**src/verilog/usp_pkg.sv**
```systemverilog
/*
 Constants for the register-controlled serial port: offsets, field
 positions, reset values and counts. Assumes a single 100 MHz clock.
*/
// Summary of operation
// - Data port write queues a byte for sending; read pops oldest received byte.
// - Each popped character carries overrun, break, parity, framing flags in 11:8.
// - Error status holds sticky overrun, break, parity, framing in bits 3:0.
// - Flags show transmitter active in bit 8, port busy in bit 3.
// - Flags show send queue empty in bit 7, full in bit 5.
// - Flags show receive queue full in bit 6, empty in bit 4.
// - Flags mirror carrier detect, set ready, clear to send in bits 2:0.
// - Eight-bit infrared pulse divisor, reset zero, times low-power pulses.
// - Sixteen-bit integer and six-bit fractional baud divisors, both reset zero.
// - Character length field 6:5 selects five to eight data bits.
// - Parity enable bit 1, even select bit 2, stick select bit 7.
// - Line control bit 3 selects two stop bits instead of one.
// - Line control bit 4 enables both queues; resets to zero.
// - Line control bit 0 holds the serial output in break.
// - Control bits 15 and 14 enable clear-to-send and request-to-send flow.
// - Control bits 13:10 drive aux two, aux one, request to send, terminal ready.
// - Receive and transmit enables reset to one; port enable resets zero.
// - Control bit 7 loops transmitted data into the receiver.
// - Clock choice field 6:4: code zero stops the clock, any other code runs it at one rate; bit 3 gates it.
// - Control bit 1 enables the infrared codec, bit 2 its low-power pulses.
// - Receive and transmit queue thresholds at 5:3 and 2:0, reset two.
// - Eleven interrupt enables, all reset zero, overflow down to send complete.
// - Masked status equals raw status gated by the matching enable.
// - Writing one to the clear register clears that raw status bit.
// - Serial clock over sixteen times baud equals integer plus fraction divisor.
// - Send queue 32 by 8, receive queue 32 by 12 with error flags.
package usp_pkg;
  localparam logic [11:0] OFS_DATA = 12'h000;
  localparam logic [11:0] OFS_ERR = 12'h004;
  localparam logic [11:0] OFS_FLAG = 12'h018;
  localparam logic [11:0] OFS_ILP = 12'h020;
  localparam logic [11:0] OFS_IBD = 12'h024;
  localparam logic [11:0] OFS_FBD = 12'h028;
  localparam logic [11:0] OFS_LCR = 12'h02C;
  localparam logic [11:0] OFS_CTL = 12'h030;
  localparam logic [11:0] OFS_LVL = 12'h034;
  localparam logic [11:0] OFS_IEN = 12'h038;
  localparam logic [11:0] OFS_RAW = 12'h03C;
  localparam logic [11:0] OFS_MSK = 12'h040;
  localparam logic [11:0] OFS_CLR = 12'h044;
  // Line control fields
  localparam int L_BREAK = 0;
  localparam int L_PAR_ON = 1;
  localparam int L_EVEN = 2;
  localparam int L_STOP2 = 3;
  localparam int L_QUEUE = 4;
  localparam int L_WLO = 5;
  localparam int L_STICK = 7;
  // Control fields
  localparam int C_EN = 0;
  localparam int C_IR = 1;
  localparam int C_IRLP = 2;
  localparam int C_CKG = 3;
  localparam int C_CKS = 4;
  localparam int C_LOOP = 7;
  localparam int C_TX_ON = 8;
  localparam int C_RX_ON = 9;
  localparam int C_MDM = 10;
  localparam int C_RTSF = 14;
  localparam int C_CTSF = 15;
  localparam logic [15:0] CTL_RST = 16'h0300;
  localparam logic [5:0] LVL_RST = 6'h12;
  localparam logic [2:0] CLOCK_OFF_CODE = 3'h0;
  // Raw status bit positions
  localparam int I_OE = 10;
  localparam int I_BE = 9;
  localparam int I_PE = 8;
  localparam int I_FE = 7;
  localparam int I_RT = 6;
  localparam int I_TX = 5;
  localparam int I_RX = 4;
  localparam int I_DSR = 3;
  localparam int I_DCD = 2;
  localparam int I_CTS = 1;
  localparam int I_TXC = 0;
  localparam logic [3:0] OVS_LAST = 4'hF;
  localparam logic [3:0] OVS_MID = 4'h7;
  localparam logic [3:0] IR_NARROW = 4'h3;
  localparam logic [8:0] RT_LAST = 9'h1FF;
  typedef enum logic [2:0] {ST_IDLE, ST_START, ST_DATA, ST_PAR, ST_STOP} usp_bit_e;
endpackage

```
**src/verilog/usp_top.sv**
```systemverilog
/*
 Register-controlled asynchronous serial port with APB-style slave,
 32-entry send and receive queues, fractional baud generator, modem
 lines and an infrared pulse path. Assumes inputs synchronous to CLK.
*/
`timescale 1ns/1ps
module usp_top #(
  parameter int DEPTH = 32
) (
  input wire logic CLK,
  input wire logic RST,
  input wire logic PSEL,
  input wire logic PENABLE,
  input wire logic PWRITE,
  input wire logic [11:0] PADDR,
  input wire logic [31:0] PWDATA,
  output logic [31:0] PRDATA,
  output logic PREADY,
  output logic PSLVERR,
  input wire logic RXD,
  output logic TXD,
  input wire logic IR_RX,
  output logic IR_TX,
  input wire logic CTS,
  input wire logic DSR,
  input wire logic DCD,
  output logic RTS,
  output logic DTR,
  output logic AUX_OUT_ONE,
  output logic AUX_OUT_TWO,
  output logic IRQ
);
  import usp_pkg::*;
  localparam int AW = $clog2(DEPTH);
  // Elaboration check: queue pointers wrap only at a power of two
  if (DEPTH < 8 || DEPTH != (1 << AW)) begin : g_depth_check
    $error("DEPTH must be a power of two of at least eight");
  end

  logic [3:0] err_sts;
  logic [7:0] ilp_div;
  logic [15:0] baud_int;
  logic [5:0] baud_frac;
  logic [7:0] lcr;
  logic [15:0] ctl;
  logic [5:0] lvl;
  logic [10:0] ien;
  logic [10:0] raw;
  logic [7:0] tx_mem [DEPTH];
  logic [11:0] rx_mem [DEPTH];
  logic [AW-1:0] tx_wp, tx_rp, rx_wp, rx_rp;
  logic [AW:0] tx_cnt, rx_cnt, cap;
  logic tx_full, tx_empty, rx_full, rx_empty;
  logic bus_wr, bus_rd, mapped;
  logic tx_push, tx_pop, rx_push, rx_pop, rx_done, oe_pend;
  logic [11:0] rx_word;
  logic [10:0] ev;
  usp_bit_e tx_st;
  logic busy;

  ////////////////////////////////////////////////////////////////////////
  // Bus decode: one wait-free access, unmapped offsets answer an error
  assign bus_wr = PSEL && PENABLE && PWRITE;
  assign bus_rd = PSEL && PENABLE && !PWRITE;
  always_comb begin
    case (PADDR)
      OFS_DATA, OFS_ERR, OFS_FLAG, OFS_ILP, OFS_IBD, OFS_FBD, OFS_LCR,
      OFS_CTL, OFS_LVL, OFS_IEN, OFS_RAW, OFS_MSK, OFS_CLR: mapped = 1'b1;
      default: mapped = 1'b0;
    endcase
  end
  assign PREADY = 1'b1;
  assign PSLVERR = PSEL && PENABLE && !mapped;

  // Read data latched in the setup phase, valid through the access phase
  always_ff @(posedge CLK) begin
    if (RST) begin
      PRDATA <= 32'h0;
    end else if (PSEL && !PENABLE) begin
      case (PADDR)
        OFS_DATA: PRDATA <= {20'h0, rx_mem[rx_rp]};
        OFS_ERR: PRDATA <= {28'h0, err_sts};
        OFS_FLAG: PRDATA <= {23'h0, tx_st != ST_IDLE, tx_empty, rx_full, tx_full, rx_empty,
          busy, DCD, DSR, CTS};
        OFS_ILP: PRDATA <= {24'h0, ilp_div};
        OFS_IBD: PRDATA <= {16'h0, baud_int};
        OFS_FBD: PRDATA <= {26'h0, baud_frac};
        OFS_LCR: PRDATA <= {24'h0, lcr};
        OFS_CTL: PRDATA <= {16'h0, ctl};
        OFS_LVL: PRDATA <= {26'h0, lvl};
        OFS_IEN: PRDATA <= {21'h0, ien};
        OFS_RAW: PRDATA <= {21'h0, raw};
        OFS_MSK: PRDATA <= {21'h0, raw & ien};
        default: PRDATA <= 32'h0;
      endcase
    end
  end

  // Software configuration registers
  always_ff @(posedge CLK) begin
    if (RST) begin
      ilp_div <= 8'h0;
      baud_int <= 16'h0;
      baud_frac <= 6'h0;
      lcr <= 8'h0;
      ctl <= CTL_RST;
      lvl <= LVL_RST;
      ien <= 11'h0;
    end else if (bus_wr) begin
      case (PADDR)
        OFS_ILP: ilp_div <= PWDATA[7:0];
        OFS_IBD: baud_int <= PWDATA[15:0];
        OFS_FBD: baud_frac <= PWDATA[5:0];
        OFS_LCR: lcr <= PWDATA[7:0];
        OFS_CTL: ctl <= PWDATA[15:0];
        OFS_LVL: lvl <= PWDATA[5:0];
        OFS_IEN: ien <= PWDATA[10:0];
        default: ;
      endcase
    end
  end

  ////////////////////////////////////////////////////////////////////////
  // Queues: depth one while queues are disabled
  assign cap = lcr[L_QUEUE] ? (AW+1)'(DEPTH) : (AW+1)'(1);
  assign tx_full = tx_cnt >= cap;
  assign tx_empty = tx_cnt == '0;
  assign rx_full = rx_cnt >= cap;
  assign rx_empty = rx_cnt == '0;
  assign tx_push = bus_wr && PADDR == OFS_DATA && !tx_full;
  assign rx_pop = bus_rd && PADDR == OFS_DATA && !rx_empty;
  assign rx_push = rx_done && !rx_full;

  always_ff @(posedge CLK) begin
    if (tx_push) tx_mem[tx_wp] <= PWDATA[7:0];
    if (rx_push) rx_mem[rx_wp] <= rx_word;
  end

  always_ff @(posedge CLK) begin
    if (RST) begin
      tx_wp <= '0;
      tx_rp <= '0;
      tx_cnt <= '0;
      rx_wp <= '0;
      rx_rp <= '0;
      rx_cnt <= '0;
    end else begin
      tx_wp <= tx_wp + AW'(tx_push);
      tx_rp <= tx_rp + AW'(tx_pop);
      tx_cnt <= tx_cnt + (AW+1)'(tx_push) - (AW+1)'(tx_pop);
      rx_wp <= rx_wp + AW'(rx_push);
      rx_rp <= rx_rp + AW'(rx_pop);
      rx_cnt <= rx_cnt + (AW+1)'(rx_push) - (AW+1)'(rx_pop);
    end
  end

  ////////////////////////////////////////////////////////////////////////
  // Baud generator: 16x tick every (int + frac/64) cycles
  logic [15:0] bcnt;
  logic [5:0] facc;
  logic extra, tick, baud_run;
  logic [6:0] next_facc;
  assign baud_run = ctl[C_EN] && ctl[C_CKG] && ctl[C_CKS +: 3] != CLOCK_OFF_CODE
    && baud_int != 16'h0;
  assign next_facc = {1'b0, facc} + {1'b0, baud_frac};
  always_ff @(posedge CLK) begin
    if (RST || !baud_run) begin
      bcnt <= 16'h0;
      facc <= 6'h0;
      extra <= 1'b0;
      tick <= 1'b0;
    end else if (bcnt >= baud_int - 16'h1 + 16'(extra)) begin
      bcnt <= 16'h0;
      facc <= next_facc[5:0];
      extra <= next_facc[6];
      tick <= 1'b1;
    end else begin
      bcnt <= bcnt + 16'h1;
      tick <= 1'b0;
    end
  end

  ////////////////////////////////////////////////////////////////////////
  // Transmitter
  logic [3:0] tsub;
  logic [2:0] tbit;
  logic [7:0] tsh;
  logic tpar, tx_bit, tstop2, tx_line, tx_go;
  logic [7:0] lp_cnt;
  logic [7:0] wmask;
  assign wmask = 8'hFF >> (3'h3 - {1'b0, lcr[L_WLO +: 2]});
  assign tx_go = ctl[C_EN] && ctl[C_TX_ON] && !tx_empty && (!ctl[C_CTSF] || CTS);
  assign tx_pop = tx_st == ST_IDLE && tick && tx_go;
  assign busy = tx_st != ST_IDLE || !tx_empty;

  always_ff @(posedge CLK) begin
    if (RST) begin
      tx_st <= ST_IDLE;
      tsub <= 4'h0;
      tbit <= 3'h0;
      tsh <= 8'h0;
      tpar <= 1'b0;
      tx_bit <= 1'b1;
      tstop2 <= 1'b0;
    end else if (tick) begin
      tsub <= tsub + 4'h1;
      case (tx_st)
        ST_IDLE: begin
          tsub <= 4'h0;
          tx_bit <= 1'b1;
          if (tx_go) begin
            tsh <= tx_mem[tx_rp] & wmask;
            tpar <= lcr[L_STICK] ? !lcr[L_EVEN]
              : (^(tx_mem[tx_rp] & wmask)) ^ !lcr[L_EVEN];
            tx_bit <= 1'b0;
            tbit <= 3'h0;
            tx_st <= ST_START;
          end
        end
        ST_START, ST_DATA: begin
          if (tsub == OVS_LAST) begin
            if (tx_st == ST_DATA && tbit == {1'b1, lcr[L_WLO +: 2]}) begin
              tx_st <= lcr[L_PAR_ON] ? ST_PAR : ST_STOP;
              tx_bit <= lcr[L_PAR_ON] ? tpar : 1'b1;
              tstop2 <= lcr[L_STOP2];
            end else begin
              tbit <= tbit + 3'(tx_st == ST_DATA);
              tx_bit <= tsh[0];
              tsh <= tsh >> 1;
              tx_st <= ST_DATA;
            end
          end
        end
        ST_PAR: begin
          if (tsub == OVS_LAST) begin
            tx_bit <= 1'b1;
            tstop2 <= lcr[L_STOP2];
            tx_st <= ST_STOP;
          end
        end
        ST_STOP: begin
          if (tsub == OVS_LAST) begin
            tstop2 <= 1'b0;
            if (!tstop2) tx_st <= ST_IDLE;
          end
        end
        default: tx_st <= ST_IDLE;
      endcase
    end
  end

  // Pin drive, break override and infrared pulse shaping
  assign tx_line = tx_bit && !lcr[L_BREAK];
  always_ff @(posedge CLK) begin
    if (RST) begin
      lp_cnt <= 8'h0;
    end else if (tick && tsub == 4'h0) begin
      lp_cnt <= ilp_div;
    end else if (lp_cnt != 8'h0) begin
      lp_cnt <= lp_cnt - 8'h1;
    end
  end
  always_ff @(posedge CLK) begin
    if (RST) begin
      TXD <= 1'b1;
      IR_TX <= 1'b0;
      RTS <= 1'b0;
      DTR <= 1'b0;
      AUX_OUT_ONE <= 1'b0;
      AUX_OUT_TWO <= 1'b0;
    end else begin
      TXD <= ctl[C_IR] ? 1'b1 : tx_line;
      IR_TX <= ctl[C_IR] && !tx_line && (ctl[C_IRLP] ? lp_cnt != 8'h0
        : tsub < IR_NARROW);
      RTS <= ctl[C_RTSF] ? !rx_full : ctl[C_MDM+1];
      DTR <= ctl[C_MDM];
      AUX_OUT_ONE <= ctl[C_MDM+2];
      AUX_OUT_TWO <= ctl[C_MDM+3];
    end
  end

  ////////////////////////////////////////////////////////////////////////
  // Receiver, sampled mid-bit at 16x
  usp_bit_e rx_st;
  logic [3:0] rsub;
  logic [2:0] rbit;
  logic [7:0] rsh;
  logic rline, rpe, rzero;
  always_ff @(posedge CLK) begin
    if (RST) rline <= 1'b1;
    else rline <= ctl[C_LOOP] ? tx_line : (ctl[C_IR] ? !IR_RX : RXD);
  end

  always_ff @(posedge CLK) begin
    if (RST) begin
      rx_st <= ST_IDLE;
      rsub <= 4'h0;
      rbit <= 3'h0;
      rsh <= 8'h0;
      rpe <= 1'b0;
      rzero <= 1'b1;
      rx_done <= 1'b0;
      rx_word <= 12'h0;
    end else begin
      rx_done <= 1'b0;
      if (tick && ctl[C_EN] && ctl[C_RX_ON]) begin
        rsub <= rsub + 4'h1;
        case (rx_st)
          ST_IDLE: begin
            rsub <= 4'h0;
            rzero <= 1'b1;
            rbit <= 3'h0;
            rsh <= 8'h0;
            if (!rline) rx_st <= ST_START;
          end
          ST_START: begin
            if (rsub == OVS_MID) begin
              rsub <= 4'h0;
              rx_st <= rline ? ST_IDLE : ST_DATA;
            end
          end
          ST_DATA: begin
            if (rsub == OVS_LAST) begin
              rsh[rbit] <= rline;
              rzero <= rzero && !rline;
              rbit <= rbit + 3'h1;
              if (rbit == {1'b1, lcr[L_WLO +: 2]}) rx_st <= lcr[L_PAR_ON] ? ST_PAR : ST_STOP;
            end
          end
          ST_PAR: begin
            if (rsub == OVS_LAST) begin
              rzero <= rzero && !rline;
              rpe <= rline != (lcr[L_STICK] ? !lcr[L_EVEN]
                : (^rsh) ^ !lcr[L_EVEN]);
              rx_st <= ST_STOP;
            end
          end
          ST_STOP: begin
            if (rsub == OVS_LAST) begin
              rx_done <= 1'b1;
              rx_word <= {oe_pend, rzero && !rline, rpe && lcr[L_PAR_ON] && !rzero,
                !rline && !rzero, rsh};
              rpe <= 1'b0;
              rx_st <= ST_IDLE;
            end
          end
          default: rx_st <= ST_IDLE;
        endcase
      end
    end
  end

  // Overrun: the lost character marks the next stored one
  always_ff @(posedge CLK) begin
    if (RST) oe_pend <= 1'b0;
    else if (rx_done && rx_full) oe_pend <= 1'b1;
    else if (rx_push) oe_pend <= 1'b0;
  end

  ////////////////////////////////////////////////////////////////////////
  // Sticky error status and raw interrupt status; set wins over clear
  logic [2:0] mdm_q;
  logic [8:0] rt_cnt;
  logic [AW:0] rx_thr, tx_thr;
  function automatic logic [AW:0] lvl_cnt(input logic [2:0] s);
    case (s)
      3'h0: lvl_cnt = (AW+1)'(DEPTH / 8);
      3'h1: lvl_cnt = (AW+1)'(DEPTH / 4);
      3'h2: lvl_cnt = (AW+1)'(DEPTH / 2);
      3'h3: lvl_cnt = (AW+1)'(DEPTH * 3 / 4);
      default: lvl_cnt = (AW+1)'(DEPTH * 7 / 8);
    endcase
  endfunction
  assign rx_thr = lvl_cnt(lvl[5:3]);
  assign tx_thr = lvl_cnt(lvl[2:0]);
  assign ev = {rx_done && rx_full, rx_push && rx_word[10], rx_push && rx_word[9],
    rx_push && rx_word[8], rt_cnt == RT_LAST, tx_cnt <= tx_thr && tx_cnt != '0,
    rx_cnt >= rx_thr, mdm_q[2] != DSR, mdm_q[1] != DCD, mdm_q[0] != CTS,
    tick && tx_st == ST_STOP && tsub == OVS_LAST && !tstop2 && tx_empty};

  always_ff @(posedge CLK) begin
    if (RST) begin
      err_sts <= 4'h0;
      raw <= 11'h0;
      mdm_q <= 3'h0;
      rt_cnt <= 9'h0;
    end else begin
      mdm_q <= {DSR, DCD, CTS};
      rt_cnt <= (rx_empty || rx_push || rx_pop || rx_st != ST_IDLE) ? 9'h0
        : rt_cnt + 9'(tick && rt_cnt != RT_LAST);
      err_sts <= ((bus_wr && PADDR == OFS_ERR) ? PWDATA[3:0] : err_sts)
        | ev[I_OE:I_FE];
      raw <= (raw & ~((bus_wr && PADDR == OFS_CLR) ? PWDATA[10:0] : 11'h0)) | ev;
    end
  end
  assign IRQ = |(raw & ien);

  ////////////////////////////////////////////////////////////////////////
  // Checks
  a_break_line: assert property (@(posedge CLK) disable iff (RST)
    $past(lcr[L_BREAK] && !ctl[C_IR]) |-> !TXD) else $error("break not driven");
  a_push_count: assert property (@(posedge CLK) disable iff (RST)
    tx_push && !tx_pop |=> tx_cnt == $past(tx_cnt) + 1'b1) else $error("push lost");
  a_ctl_reset: assert property (@(posedge CLK)
    $fell(RST) |-> ctl[C_RX_ON] && ctl[C_TX_ON] && !ctl[C_EN] && lvl == LVL_RST)
    else $error("control reset value wrong");
  a_clear_raw: assert property (@(posedge CLK) disable iff (RST)
    bus_wr && PADDR == OFS_CLR && PWDATA[I_TXC] && !ev[I_TXC] |=> !raw[I_TXC])
    else $error("raw bit not cleared");
  a_rts_flow: assert property (@(posedge CLK) disable iff (RST)
    $past(ctl[C_RTSF]) |-> RTS == !$past(rx_full)) else $error("flow output wrong");
  a_loop_path: assert property (@(posedge CLK) disable iff (RST)
    $past(ctl[C_LOOP]) |-> rline == $past(tx_line)) else $error("loopback broken");
  a_overrun_sticky: assert property (@(posedge CLK) disable iff (RST)
    rx_done && rx_full |=> err_sts[3] && raw[I_OE] ##1 oe_pend || rx_cnt != $past(rx_cnt))
    else $error("overrun not recorded");
  a_mask_irq: assert property (@(posedge CLK) disable iff (RST)
    raw[I_PE] && ien[I_PE] |-> IRQ) else $error("masked status not raised");
endmodule
```
**config.mk**
```make
export PLATFORM = sky130hd
export DESIGN_NAME = usp_top
export DESIGN_NICKNAME = d
export VERILOG_FILES = /design/src/verilog/usp_pkg.sv /design/src/verilog/usp_top.sv
export SDC_FILE = /design/constraint.sdc
export NUM_CORES = 1
export LEC_CHECK = 0
export BUFFER_PORTS_ARGS = -buffer_cell sky130_fd_sc_hd__buf_2
export CORE_MARGIN = 10
export CORE_UTILIZATION = 40
export DETAILED_ROUTE_END_ITERATION = 7
export GPL_TIMING_DRIVEN = 0
export PLACE_DENSITY = 0.65
export REMOVE_ABC_BUFFERS = 1
export SYNTH_ARGS = -nofsm -noshare
export SYNTH_HDL_FRONTEND = slang
export SYNTH_SLANG_ARGS = --single-unit
```
**constraint.sdc**
```tcl
create_clock -name CLK -period 6.33 [get_ports CLK]
set_input_delay 0.633 -clock CLK [delete_from_list [all_inputs] [get_ports CLK]]
set_output_delay 0.633 -clock CLK [all_outputs]
set_load 0.03 [all_outputs]
```
==> metrics.csv <==
stage,metric,value,unit
floorplan,Starting Density,0.402,
timing,final hold violations,0,
finish,most frequent cells in the layout,"640 x edfxtp_1, 253 x nor2_1, 251 x nand2_1",
timing,Slew headroom,-0.0110,
placed_design,Placer Congestion,0.872,
worst_hold_path,Hold Path Class,input port to flop,
grt,largest net degree at the start of global routing,117,
power_and_ir_drop,maximum VDD drop,0.186,mV
power_and_ir_drop,internal power,9280,µW
floorplan,Die ar.,0.104,mm²
synthesis,cells after synthesis,2566,
timing,Tightest Pin Transition,1.51,ns
route,DR vias,21400,
run_status,status,finished with violations,
power_and_ir_drop,Comb pwr share,0.027,
synthesis,average size of a mapped cell,14.3,µm²
placed_design,Final HPWL DP,53800,µm
timing,final period utilization,0.640,
clock_network,postcts setup bufs,0,
timing,f_max,247,MHz
power_and_ir_drop,P per Cell Area,285,mW/mm²
setup_path,crit path max fanout,12,
clock_network,hold-fix buffer count after cts,0,
route,drt total wl,84000,µm
clock_network,CTS resizes,0,
finish,final core occ,0.449,
clock_network,CTS Buf Count,88,
floorplan,Top Ports,95,
setup_path,WP data required,6.58,ns
timing,final worst path period need,4.05,ns
timing,Worst Skew,0.0291,ns
synthesis,number of synthesized flops with an enable pin,640,
synthesis,synth warn,0,
power_and_ir_drop,final total power,11700,µW
synthesis,"flops & latches, synth",880,
timing,unrepaired setup endpoints after global routing,no,
clock_network,CTS tree,built,
route,Iter 0 DRT Violations,2037,
route,Routed Antenna Nets,0,
power_and_ir_drop,Reg power frac,0.529,
setup_path,"Arr. time, crit path",4.31,ns
setup_path,crit path capture type,flop,
timing,setup violators final,0,
clock_network,Clock H-tree levels,3,
floorplan,Placeable Area,0.0914,mm²
grt,vias in the first global route,21600,
grt,first-pass GRT wire length,130000,µm
synthesis,Mapped Area,0.0368,mm²
synthesis,Netlist cell types,69,
setup_path,critical path startpoint category,flop,
floorplan,Die H,323,µm
run,Max-cap violations,1,
finish,layout cells sized above 1,0.150,
route,number of vias per cell,5.57,
clock_network,Worst-path clk slew,0.06,ns
power_and_ir_drop,Switch Pwr,2420,µW
synthesis,ys async rst share,0,
route,DR pass1 iterations,8,
placed_design,IO buf count,61,
finish,"commonest non-fill, non-tap cell in the layout",edfxtp_1,
power_and_ir_drop,LEAKAGE,0.0133,µW
floorplan,row count,111,
route,WL/cell,21.8,µm
grt,gr usage total,0.159,
clock_network,root buffer cell,clkbuf_16,
timing,Max Slew Vio Count,18,
power_and_ir_drop,Net Sw Frac,0.207,
run_status,failing checks,"design-rule violations, max-capacitance violations, max-slew violations",
timing,Setup TNS,0,ns
grt,GRT overflow,0,
finish,# nets final,2716,
grt,initial antenna violation count,1,
floorplan,Chip Width,323,µm
route,DRC violations left,1,
clock_network,clock sink total,880,
clock_network,clk buf depth,3,
clock_network,Worst-Skew Late Latency,0.65,ns
synthesis,"Seq/Total Area, Yosys",0.654,
setup_path,critical path class,flop to flop,
finish,Ant. Diodes,0,
finish,synth-to-layout area growth,11.7,%
synthesis,main flop type after synthesis,edfxtp_1,
power_and_ir_drop,Clock power frac,0.445,
[flip-flops by register name, summed over array words and instances (netlist names), 9 cells and up]
| register | flops |
|---|---|
| rx_mem | 384 |
| tx_mem | 256 |
| PRDATA | 16 |
| baud_int | 16 |
| bcnt | 16 |
| ctl | 16 |
| rx_word | 12 |
| ien | 11 |
| raw | 11 |
| rt_cnt | 9 |
[logic make-up after synthesis]
group,share of synthesized area
AO/OA/AOI/OAI,0.0576
XOR/XNOR,0.0214
adder cells (fa/ha/maj),0.0258
buffers and inverters,0.0242
flip-flops,0.654
multiplexers,0.125
other,0.000204
AND/OR/NAND/NOR,0.0919
[cells in the mapped netlist, types with 19 or more instances]
library cell  instances  share of area
ha_1                 71          0.024
o21ai_0              23         0.0031
inv_1                49         0.0050
mux2i_1              61          0.017
nand2_1             251          0.026
a22oi_1              19         0.0039
a21oi_1             159          0.022
a21o_1               19         0.0039
nor3_1               50         0.0068
clkbuf_1            107          0.011
edfxtp_1            640           0.52
xor2_1               33         0.0079
xnor2_1              57          0.014
nand3_1              52         0.0071
nor2b_1              33         0.0056
nand3b_1             22         0.0045
nor2_1              253          0.026
mux4_2              172           0.11
buf_4                22         0.0045
dfxtp_1             240           0.13
[per-layer routing]
| metal | part of all wire | GRT usage | vias to the layer above |
|---|---|---|---|
| met5 | 0 | 0 | - |
| met4 | 0.027 | 0.0472 | 0 |
| met3 | 0.065 | 0.0295 | 148 |
| met2 | 0.48 | 0.258 | 731 |
| met1 | 0.43 | 0.217 | 10900 |
| li1 | - | - | 9704 |
[through the flow]
stage	setup slack [ns]	area (µm²)	instances	hold WS [ns]
after floorplan	0.407	36100	2426	0.424
after global placement	-1.95	37900	3673	0.443
after detailed placement	1.87	38100	3683	0.444
after CTS	2.33	41100	3847	0.230
after global routing	2.16	41100	3848	0.234
final	2.28	41100	3848	0.254
[worst paths after layout]
path         depth (start not counted)       endpoint  slack [ns]       start
max                                 11  rx_mem[20][1]        2.28      lcr[4]
min                                  3        ctl[11]        0.25  PWDATA[11]
max reg2reg                         11  rx_mem[20][1]        2.28      lcr[4]
min reg2reg                          2      PRDATA[6]        0.44   PRDATA[6]
[final cells by class]
type	instances	area, µm²
clock buffer	114	2440
clock inverter	50	464
fill	7912	50300
inverter	49	184
multi-input combinational	1497	11900
sequential	880	24000
tap	1186	1480
timing repair buffer	72	534
[worst max-delay path: stages (launching register included)]
cell	delay (ns)
dfxtp_1	0.33
inv_1	0.20
ha_1	0.28
nor2_1	0.08
nand2_1	0.06
nand2_1	0.07
nand3_1	0.08
a21oi_1	0.39
and2_1	0.52
inv_1	0.16
or3_1	0.53
nor2_1	0.97
[power groups by stage]
stage / sequential [µW] / clock (µW) / combinational (µW)
6_report: 6180 / 5200 / 314
5_1_grt: 6190 / 5510 / 353
3_5_place_dp: 6310 / 0 / 308
2_1_floorplan: 6310 / 0 / 186
3_3_place_gp: 6310 / 0 / 299
4_1_cts: 6180 / 5290 / 312
No activity file was read; power rests on OpenSTA's default activity.
